File: config.mk
export PLATFORM = sky130hd
export DESIGN_NAME = adcpw_regs
export DESIGN_NICKNAME = d
export VERILOG_FILES = /design/src/pkg/adcpw_pkg.sv /design/src/rtl/adcpw_fb_div.sv /design/src/rtl/adcpw_pin_sync.sv /design/src/rtl/adcpw_regs.sv
export SDC_FILE = /design/constraint.sdc
export NUM_CORES = 1
export LEC_CHECK = 0
export BUFFER_PORTS_ARGS = -buffer_cell sky130_fd_sc_hd__clkbuf_2
export CORE_ASPECT_RATIO = 1.75
export CORE_UTILIZATION = 56
export DETAILED_ROUTE_END_ITERATION = 7
export PLACE_DENSITY_LB_ADDON = 0.12
export SLEW_MARGIN = 10
export SYNTH_ARGS = -nofsm -noshare
export SYNTH_HDL_FRONTEND = slang
export SYNTH_HIERARCHICAL = 1
export SYNTH_SLANG_ARGS = --single-unit
File: constraint.sdc
create_clock -name mclk -period 2.55 [get_ports mclk]
set_clock_uncertainty 0.15 [all_clocks]
set_input_delay 0.765 -clock mclk [delete_from_list [all_inputs] [get_ports mclk]]
set_output_delay 0.765 -clock mclk [all_outputs]
set_load 0.005 [all_outputs]
File: src/pkg/adcpw_pkg.sv
// adcpw_pkg: register map, field layout, reset values and serial frame layout
// of the power-mode and synthesiser feedback divider register group.
// assumes: every user names items as adcpw_pkg::name, nothing is imported.
package adcpw_pkg;

   // serial frame: read flag, 15-bit address, 8-bit data, msb first
   localparam int unsigned ADDR_W       = 15;
   localparam int unsigned DATA_W       = 8;
   localparam int unsigned HDR_BITS     = 16;
   localparam int unsigned FRAME_BITS   = 24;
   localparam logic [4:0]  HDR_LAST     = 5'h0F;
   localparam logic [4:0]  FRAME_LAST   = 5'h17;
   localparam logic [4:0]  DATA_FIRST   = 5'h10;

   // register offsets
   localparam logic [14:0] POWER_MODE_SELECT_ADDR   = 15'h0037;
   localparam logic [14:0] TIMESTAMP_CTRL_ADDR      = 15'h003B;
   localparam logic [14:0] REFERENCE_OUT_CTRL_ADDR  = 15'h003C;
   localparam logic [14:0] SYNTH_FBDIV_12_ADDR      = 15'h003D;
   localparam logic [14:0] SYNTH_FBDIV_3_ADDR       = 15'h003E;

   // reset values
   localparam logic [7:0]  POWER_MODE_SELECT_RST    = 8'h4B;
   localparam logic [7:0]  TIMESTAMP_CTRL_RST       = 8'h00;
   localparam logic [7:0]  REFERENCE_OUT_CTRL_RST   = 8'h01;
   localparam logic [7:0]  SYNTH_FBDIV_12_RST       = 8'h00;
   localparam logic [7:0]  SYNTH_FBDIV_3_RST        = 8'h20;
   localparam logic [7:0]  UNMAPPED_READ            = 8'h00;

   // power mode codes
   localparam logic [7:0]  POWER_CODE_REDUCED       = 8'h46;
   localparam logic [7:0]  POWER_CODE_HIGH_PERF     = 8'h4B;

   // field positions
   localparam int unsigned TIMESTAMP_INPUT_ENABLE_BIT  = 0;
   localparam int unsigned REFERENCE_OUTPUT_ENABLE_BIT = 0;
   localparam int unsigned FBDIV_FIRST_LSB  = 0;
   localparam int unsigned FBDIV_SECOND_LSB = 2;
   localparam int unsigned FBDIV_THIRD_LSB  = 0;
   localparam int unsigned FBDIV_THIRD_W    = 6;

   // first and second divider codes to ratios; ratio zero stops the divider
   localparam logic [5:0]  FIRST_RATIO_CODE0  = 6'h05;
   localparam logic [5:0]  FIRST_RATIO_CODE1  = 6'h04;
   localparam logic [5:0]  FIRST_RATIO_CODE2  = 6'h03;
   localparam logic [5:0]  SECOND_RATIO_CODE0 = 6'h01;
   localparam logic [5:0]  SECOND_RATIO_CODE1 = 6'h02;
   localparam logic [5:0]  SECOND_RATIO_CODE2 = 6'h04;
   localparam logic [5:0]  RATIO_STOPPED      = 6'h00;

   // order fault flag positions
   localparam int unsigned FAULT_POWER_WRITE   = 0;
   localparam int unsigned FAULT_DIVIDER_WRITE = 1;

endpackage : adcpw_pkg

File: src/rtl/adcpw_fb_div.sv
// adcpw_fb_div: one stage of the synthesiser feedback chain, divides an enable pulse train.
// assumes: tick_in is counted on every mclk it is high (the first stage ties it high); a ratio of zero stops the stage.
`timescale 1ns/1ps
module adcpw_fb_div (
   input  wire logic       mclk,
   input  wire logic       rst_n,
   input  wire logic       clear,
   input  wire logic       tick_in,
   input  wire logic [5:0] ratio,
   output logic            tick_out
);

   logic [5:0] count_q;

   always_ff @(posedge mclk or negedge rst_n) begin
      if (!rst_n) begin
         count_q  <= 6'h00;
         tick_out <= 1'b0;
      end else if (clear) begin
         count_q  <= 6'h00;
         tick_out <= 1'b0;
      end else begin
         tick_out <= 1'b0;
         if (tick_in && (ratio != 6'h00)) begin
            // compare with >= so a smaller ratio written mid-count cannot overrun
            if (count_q >= ratio - 6'h01) begin
               count_q  <= 6'h00;
               tick_out <= 1'b1;
            end else begin
               count_q <= count_q + 6'h01;
            end
         end
      end
   end

endmodule : adcpw_fb_div

File: src/rtl/adcpw_pin_sync.sv
// adcpw_pin_sync: three-stage synchroniser for a bus of pin inputs.
// assumes: inputs are asynchronous to mclk; output changes only when stages two and three agree.
`timescale 1ns/1ps
module adcpw_pin_sync #(
   parameter int unsigned WIDTH = 3,
   parameter logic [WIDTH-1:0] RESET_VAL = '0
) (
   input  wire logic             mclk,
   input  wire logic             rst_n,
   input  wire logic [WIDTH-1:0] pin_in,
   output logic      [WIDTH-1:0] pin_out
);

   genvar g;
   generate
      for (g = 0; g < WIDTH; g++) begin : g_bit
         logic s1_q;
         logic s2_q;
         logic s3_q;
         always_ff @(posedge mclk or negedge rst_n) begin
            if (!rst_n) begin
               s1_q       <= RESET_VAL[g];
               s2_q       <= RESET_VAL[g];
               s3_q       <= RESET_VAL[g];
               pin_out[g] <= RESET_VAL[g];
            end else begin
               s1_q <= pin_in[g];
               s2_q <= s1_q;
               s3_q <= s2_q;
               // stage one is never compared, only stages two and three
               if (s2_q == s3_q) begin
                  pin_out[g] <= s3_q;
               end
            end
         end
      end
   endgenerate

endmodule : adcpw_pin_sync

File: src/rtl/adcpw_regs.sv
// adcpw_regs: power-mode, timestamp, reference output and feedback divider registers
// reached over the serial control port, plus the feedback divider chain they steer.
// assumes: serial pins are oversampled by mclk (sclk well below mclk/8); calibration,
// link, synthesiser enable and reset levels come from other registers on mclk.
`timescale 1ns/1ps

module adcpw_regs (
   input  wire logic mclk,
   input  wire logic rst_n,
   input  wire logic spi_sclk,
   input  wire logic spi_cs_n,
   input  wire logic spi_sdi,
   input  wire logic calibration_enable,
   input  wire logic serial_link_enable,
   input  wire logic synthesiser_enable,
   input  wire logic synthesiser_reset,
   output logic      spi_sdo_q,
   output logic      spi_sdo_oe_n_q,
   output logic      power_reduced_mode_q,
   output logic      power_code_reserved_q,
   output logic      timestamp_input_enable_q,
   output logic      reference_clock_output_q,
   output logic      sample_tick_q,
   output logic      feedback_tick_q,
   output logic [1:0] order_fault_q
);

   logic [2:0]  pins_s;
   logic        sclk_s;
   logic        cs_n_s;
   logic        sdi_s;
   logic        sclk_prev_q;
   logic        sclk_rise;
   logic        sclk_fall;
   logic [4:0]  bit_cnt_q;
   logic [15:0] frame_q;
   logic        read_q;
   logic [14:0] addr_q;
   logic [7:0]  out_sr_q;
   logic        wr_stb;
   logic [7:0]  wr_data;
   logic [7:0]  rd_data;

   logic [7:0]  power_mode_select_q;
   logic [7:0]  timestamp_input_control_q;
   logic [7:0]  reference_output_control_q;
   logic [7:0]  synth_feedback_divider_first_second_q;
   logic [7:0]  synth_feedback_divider_third_q;

   logic        chain_clear;
   logic [5:0]  first_ratio;
   logic [5:0]  second_ratio;
   logic [5:0]  third_ratio;
   logic        first_tick;

   // chip select idles high
   adcpw_pin_sync #(
      .WIDTH     (3),
      .RESET_VAL (3'h2)
   ) u_pin_sync (
      .mclk    (mclk),
      .rst_n   (rst_n),
      .pin_in  ({spi_sclk, spi_cs_n, spi_sdi}),
      .pin_out (pins_s)
   );

   assign sclk_s = pins_s[2];
   assign cs_n_s = pins_s[1];
   assign sdi_s  = pins_s[0];

   always_ff @(posedge mclk or negedge rst_n) begin
      if (!rst_n) begin
         sclk_prev_q <= 1'b0;
      end else begin
         sclk_prev_q <= sclk_s;
      end
   end

   assign sclk_rise = !cs_n_s && sclk_s && !sclk_prev_q;
   assign sclk_fall = !cs_n_s && !sclk_s && sclk_prev_q;

   // frame receiver: header on rises 0..15, data on rises 16..23
   always_ff @(posedge mclk or negedge rst_n) begin
      if (!rst_n) begin
         bit_cnt_q <= 5'h00;
         frame_q   <= 16'h0000;
         read_q    <= 1'b0;
         addr_q    <= 15'h0000;
      end else if (cs_n_s) begin
         bit_cnt_q <= 5'h00;
         read_q    <= 1'b0;
      end else if (sclk_rise) begin
         frame_q <= {frame_q[14:0], sdi_s};
         if (bit_cnt_q == adcpw_pkg::HDR_LAST) begin
            read_q <= frame_q[14];
            addr_q <= {frame_q[13:0], sdi_s};
         end
         // extra clocks past one frame are ignored
         if (bit_cnt_q != adcpw_pkg::FRAME_LAST + 5'h01) begin
            bit_cnt_q <= bit_cnt_q + 5'h01;
         end
      end
   end

   assign wr_stb  = sclk_rise && (bit_cnt_q == adcpw_pkg::FRAME_LAST) && !read_q;
   assign wr_data = {frame_q[6:0], sdi_s};

   // read return: shift out on the falls after rises 16..23, host samples on rises 17..24
   always_ff @(posedge mclk or negedge rst_n) begin
      if (!rst_n) begin
         out_sr_q       <= 8'h00;
         spi_sdo_q      <= 1'b0;
         spi_sdo_oe_n_q <= 1'b1;
      end else if (cs_n_s) begin
         spi_sdo_q      <= 1'b0;
         spi_sdo_oe_n_q <= 1'b1;
      end else if (sclk_fall && read_q && (bit_cnt_q >= adcpw_pkg::DATA_FIRST)
                   && (bit_cnt_q <= adcpw_pkg::FRAME_LAST)) begin
         spi_sdo_oe_n_q <= 1'b0;
         // bit 7 comes straight from the mux so it stands before the 17th rise
         if (bit_cnt_q == adcpw_pkg::DATA_FIRST) begin
            spi_sdo_q <= rd_data[7];
            out_sr_q  <= {rd_data[6:0], 1'b0};
         end else begin
            spi_sdo_q <= out_sr_q[7];
            out_sr_q  <= {out_sr_q[6:0], 1'b0};
         end
      end
   end

   // read mux; the address is complete one rise before the data phase
   always_comb begin
      unique case (addr_q)
         adcpw_pkg::POWER_MODE_SELECT_ADDR:  rd_data = power_mode_select_q;
         adcpw_pkg::TIMESTAMP_CTRL_ADDR:     rd_data = timestamp_input_control_q;
         adcpw_pkg::REFERENCE_OUT_CTRL_ADDR: rd_data = reference_output_control_q;
         adcpw_pkg::SYNTH_FBDIV_12_ADDR:     rd_data = synth_feedback_divider_first_second_q;
         adcpw_pkg::SYNTH_FBDIV_3_ADDR:      rd_data = synth_feedback_divider_third_q;
         default:                            rd_data = adcpw_pkg::UNMAPPED_READ;
      endcase
   end

   // register file; reserved bits are stored as written so reads echo them
   // one block per register so a write can only reach its own address
   always_ff @(posedge mclk or negedge rst_n) begin
      if (!rst_n) begin
         power_mode_select_q <= adcpw_pkg::POWER_MODE_SELECT_RST;
      end else if (wr_stb && (addr_q == adcpw_pkg::POWER_MODE_SELECT_ADDR)) begin
         power_mode_select_q <= wr_data;
      end
   end

   always_ff @(posedge mclk or negedge rst_n) begin
      if (!rst_n) begin
         timestamp_input_control_q <= adcpw_pkg::TIMESTAMP_CTRL_RST;
      end else if (wr_stb && (addr_q == adcpw_pkg::TIMESTAMP_CTRL_ADDR)) begin
         timestamp_input_control_q <= wr_data;
      end
   end

   always_ff @(posedge mclk or negedge rst_n) begin
      if (!rst_n) begin
         reference_output_control_q <= adcpw_pkg::REFERENCE_OUT_CTRL_RST;
      end else if (wr_stb && (addr_q == adcpw_pkg::REFERENCE_OUT_CTRL_ADDR)) begin
         reference_output_control_q <= wr_data;
      end
   end

   always_ff @(posedge mclk or negedge rst_n) begin
      if (!rst_n) begin
         synth_feedback_divider_first_second_q <= adcpw_pkg::SYNTH_FBDIV_12_RST;
      end else if (wr_stb && (addr_q == adcpw_pkg::SYNTH_FBDIV_12_ADDR)) begin
         synth_feedback_divider_first_second_q <= wr_data;
      end
   end

   always_ff @(posedge mclk or negedge rst_n) begin
      if (!rst_n) begin
         synth_feedback_divider_third_q <= adcpw_pkg::SYNTH_FBDIV_3_RST;
      end else if (wr_stb && (addr_q == adcpw_pkg::SYNTH_FBDIV_3_ADDR)) begin
         synth_feedback_divider_third_q <= wr_data;
      end
   end

   // sticky host ordering faults; only device reset clears them
   // held until reset so a single misordered write is never missed
   always_ff @(posedge mclk or negedge rst_n) begin
      if (!rst_n) begin
         order_fault_q <= 2'h0;
      end else if (wr_stb) begin
         if ((addr_q == adcpw_pkg::POWER_MODE_SELECT_ADDR)
             && (calibration_enable || serial_link_enable)) begin
            order_fault_q[adcpw_pkg::FAULT_POWER_WRITE] <= 1'b1;
         end
         if (((addr_q == adcpw_pkg::SYNTH_FBDIV_12_ADDR) || (addr_q == adcpw_pkg::SYNTH_FBDIV_3_ADDR))
             && !synthesiser_reset) begin
            order_fault_q[adcpw_pkg::FAULT_DIVIDER_WRITE] <= 1'b1;
         end
      end
   end

   // decoded controls
   always_ff @(posedge mclk or negedge rst_n) begin
      if (!rst_n) begin
         power_reduced_mode_q <= 1'b0;
      end else begin
         power_reduced_mode_q <= (power_mode_select_q == adcpw_pkg::POWER_CODE_REDUCED);
      end
   end

   always_ff @(posedge mclk or negedge rst_n) begin
      if (!rst_n) begin
         power_code_reserved_q <= 1'b0;
      end else begin
         power_code_reserved_q <= (power_mode_select_q != adcpw_pkg::POWER_CODE_REDUCED)
                                  && (power_mode_select_q != adcpw_pkg::POWER_CODE_HIGH_PERF);
      end
   end

   always_ff @(posedge mclk or negedge rst_n) begin
      if (!rst_n) begin
         timestamp_input_enable_q <= 1'b0;
      end else begin
         timestamp_input_enable_q <= timestamp_input_control_q[adcpw_pkg::TIMESTAMP_INPUT_ENABLE_BIT];
      end
   end

   // gated by the live enable so the output stops with the synthesiser
   always_ff @(posedge mclk or negedge rst_n) begin
      if (!rst_n) begin
         reference_clock_output_q <= 1'b0;
      end else begin
         reference_clock_output_q <= reference_output_control_q[adcpw_pkg::REFERENCE_OUTPUT_ENABLE_BIT]
                                     && synthesiser_enable;
      end
   end

   // reserved divider codes stop the chain rather than guess a ratio
   always_comb begin
      unique case (synth_feedback_divider_first_second_q[adcpw_pkg::FBDIV_FIRST_LSB +: 2])
         2'h0:    first_ratio = adcpw_pkg::FIRST_RATIO_CODE0;
         2'h1:    first_ratio = adcpw_pkg::FIRST_RATIO_CODE1;
         2'h2:    first_ratio = adcpw_pkg::FIRST_RATIO_CODE2;
         default: first_ratio = adcpw_pkg::RATIO_STOPPED;
      endcase
      unique case (synth_feedback_divider_first_second_q[adcpw_pkg::FBDIV_SECOND_LSB +: 2])
         2'h0:    second_ratio = adcpw_pkg::SECOND_RATIO_CODE0;
         2'h1:    second_ratio = adcpw_pkg::SECOND_RATIO_CODE1;
         2'h2:    second_ratio = adcpw_pkg::SECOND_RATIO_CODE2;
         default: second_ratio = adcpw_pkg::RATIO_STOPPED;
      endcase
      third_ratio = synth_feedback_divider_third_q[adcpw_pkg::FBDIV_THIRD_LSB +: adcpw_pkg::FBDIV_THIRD_W];
   end

   // each mclk cycle stands for one oscillator period of the synthesiser
   assign chain_clear = synthesiser_reset || !synthesiser_enable;

   // reset ratios give a sample tick every 5 mclk and a feedback tick every 160

   adcpw_fb_div u_div_first (
      .mclk     (mclk),
      .rst_n    (rst_n),
      .clear    (chain_clear),
      .tick_in  (1'b1),
      .ratio    (first_ratio),
      .tick_out (first_tick)
   );

   adcpw_fb_div u_div_second (
      .mclk     (mclk),
      .rst_n    (rst_n),
      .clear    (chain_clear),
      .tick_in  (first_tick),
      .ratio    (second_ratio),
      .tick_out (sample_tick_q)
   );

   adcpw_fb_div u_div_third (
      .mclk     (mclk),
      .rst_n    (rst_n),
      .clear    (chain_clear),
      .tick_in  (sample_tick_q),
      .ratio    (third_ratio),
      .tick_out (feedback_tick_q)
   );

endmodule : adcpw_regs

==> flow_summary.ini <==
[critical_path]
cp.arrival_ps = 2690
cp_max_fo = 4
endpoint_kind = flop
startpoint_type = flop
critPathKind = reg -> reg
crit_required_ps = 2720

[sta]
hold_viol = 0
tightest_slew_ps = 676
slew_headroom = 0.549
final_max_slew_viol_count = 0
min_period_over_period = 0.990
fin_hold_ws_ps = 46.5
setup_viol = 0
rsz0062_at_grt = true
min_period_ps = 2520
max_freq_mhz = 396
finalWorstSetupSlack_ps = 26.4

[die]
die_y_um = 144
start_util = 0.580
io_pins = 19
coreArea_um2 = 11200
die-area_um2 = 12000
fp.dieW_um = 83.3
rows = 51

[layout]
n_antenna_cell = 0
fillCellCount = 816
areaGrowthSynthToFinish_pct = 19.2
nets = 661
drive_gt1_frac = 0.332
final_cell_area_um2 = 7720
layout.cells.non_filler = 767

[cts]
insertion_delay_ps = 410
cts_tree = done
clock_path_buffers = 2
cts_root_buf = clkbuf_16
h-tree-depth = 4
clk_pin_slew_ps = 60
numCtsBuffers = 17
clock_sinks = 125

[synthesis]
async_flop_share = 1.00
yosysTopAreaCell = dfrtp_1
synth_ff_type = dfrtp_1
ys_seq_elements = 125
syn_avg_cell_area_um2 = 11.7
synth_commonest_cells = 114 x dfrtp_1, 72 x mux2_2, 30 x ha_1, 27 x nand2_1
yosysUniqueCellTypes = 63
seq_area_frac_synth = 0.485
synth_top_area_share = 0.441
yosysWarnings = 6
synth_most_common_cell = dfrtp_1
synth_edf_count = 0
netlist_area_um2 = 6470
syn_inst = 554
synth_area_leaders = dfrtp_1 44%, mux2_2 13%, ha_1 5.8%, dfstp_2 4.5%, o2111ai_1 2.3%

[place]
gp_congestion = 0.860
dpl_cell_area_um2 = 6920
dp.cells = 728
dpl.hpwl_um = 10100
place_ws_ps = -143
io_buffers = 18

[detailed_routing]
dr.pass1.iters = 4
vias = 4623
drc_errors = 0
avgViaCountPerCell = 6.03
postRouteAntennaNets = 0
drt_iter0_markers = 221
wl_per_cell_um = 18.6
routed_wl_um = 14300

[grt]
grt_use_total = 0.251
grt_pass1_wl_um = 23300
antenna_found_initial = 0
grt_pass1_vias = 4814
grt_max_degree = 48
overflow = 0

[power_and_ir_drop]
p_per_area_nw_per_um2 = 655
p_leak_nw = 3.52
worst_ir_drop_vdd_uv = 572
total_power_w = 0.00506

[run_status]
outcome = complete, no violations

[min_path]
hold_class = in -> async

[flow_run]
drv_cap = 0
what timing repair did:
action / CTS / global route
resized for setup: 5 / 25
pin swaps: 5 / 10
gates cloned: 0 / 0
setup buffers: 4 / 3
hold buffers: 0 / 0
endpoints found under the setup margin: 8 / 15
hold endpoints to repair: 0 / 0
final timing paths:
kind,from,endpoint,slack (ps),cells past startpoint
min reg2reg,u_pin_sync/g_bit[0].s1_q,u_pin_sync/g_bit[0].s2_q,200,0
max in group asynchronous,rst_n,spi_sdo_oe_n_q,1640,2
max,synth_feedback_divider_first_second_q[3],u_div_second/count_q[5],30,10
min,rst_n,u_pin_sync/pin_out[0],50,1
min in group mclk,u_pin_sync/g_bit[0].s1_q,u_pin_sync/g_bit[0].s2_q,200,0
max reg2reg,synth_feedback_divider_first_second_q[3],u_div_second/count_q[5],30,10
flip-flops by register name, indices dropped and copies added, names as in the netlist, 6 cells and up:
| name | cells |
|---|---|
| synth_feedback_divider_first_second_q | 8 |
| out_sr_q | 7 |
| u_div_second/count_q | 6 |
| u_div_third/count_q | 6 |
| reference_output_control_q | 8 |
| synth_feedback_divider_third_q | 8 |
| timestamp_input_control_q | 8 |
| frame_q | 15 |
| u_div_first/count_q | 6 |
| power_mode_select_q | 8 |
| addr_q | 15 |
stage by stage:
step                      setup TNS (ps)   util
after floorplan                        0      -
after global placement             -85.8  0.619
after detailed placement            -841  0.619
after CTS                              0  0.680
after global routing                -295  0.691
final                                  0  0.691
critical path, cell delays in order, from the launching register on:
cell	delay, ps
dfrtp_1	380
nor2b_4	130
or3_4	360
nor3_4	130
xnor2_1	80
ha_1	290
a21o_1	250
a311oi_4	280
buf_6	170
o2111ai_2	110
o221ai_1	100
cells in the final DEF, fill, tap and decap left out, types with 5 or more instances in the layout:
master     instances
buf_4             29
clkbuf_2          17
xnor2_1           10
nor2b_1           13
conb_1            16
a21oi_1           25
a22oi_1            6
nor3_1            12
nand2b_1          11
nand4_1            5
o2111ai_1         13
nor2_1            20
inv_1             23
nand2_1           27
clkbuf_16         17
o21a_1             8
mux2_2            72
dfrtp_1          113
nand3_1           10
dfstp_2           11
a22o_1            13
or2_2              6
xor2_1             6
mux2i_1            8
nand3_2            5
ha_1              30
o221ai_1           7
cells by family after synthesis:
logic type / after synthesis / synth area share
DFF: 125 / 0.485
other: 2 / 0.00116
adders and majority gates: 33 / 0.0632
muxes: 80 / 0.138
and+or+nand+nor: 148 / 0.136
AOI/OAI and AO/OA: 110 / 0.128
xor gates and xnor gates: 16 / 0.0217
buffers and inverters: 40 / 0.0267
area by class of cell:
class,instances,area [um^2],area share
Clock inverter,14,183,0.0237
Timing Repair Buffer,50,365,0.0473
Multi-Input combinational cell,403,3340,0.433
Inverter,25,93.8,0.0122
Sequential cell,125,3140,0.407
Tap cell,132,165,0.0214
Clock buffer,18,429,0.0556
where the power goes:
| part | switching, W | internal, W |
|---|---|---|
| Combinational | 0.000136 | 0.000143 |
| Clock | 0.000933 | 0.00156 |
| Sequential | 0.000204 | 0.00208 |
metal layers:
layer / global-route usage / up-vias / routed length (um)
met5: 0 / - / 0
met4: 0.123 / 0 / 493
met3: 0.0457 / 35 / 346
met2: 0.474 / 94 / 8080
met1: 0.268 / 2324 / 5350
li1: - / 2170 / -
Power figures use the tool's default switching activity.
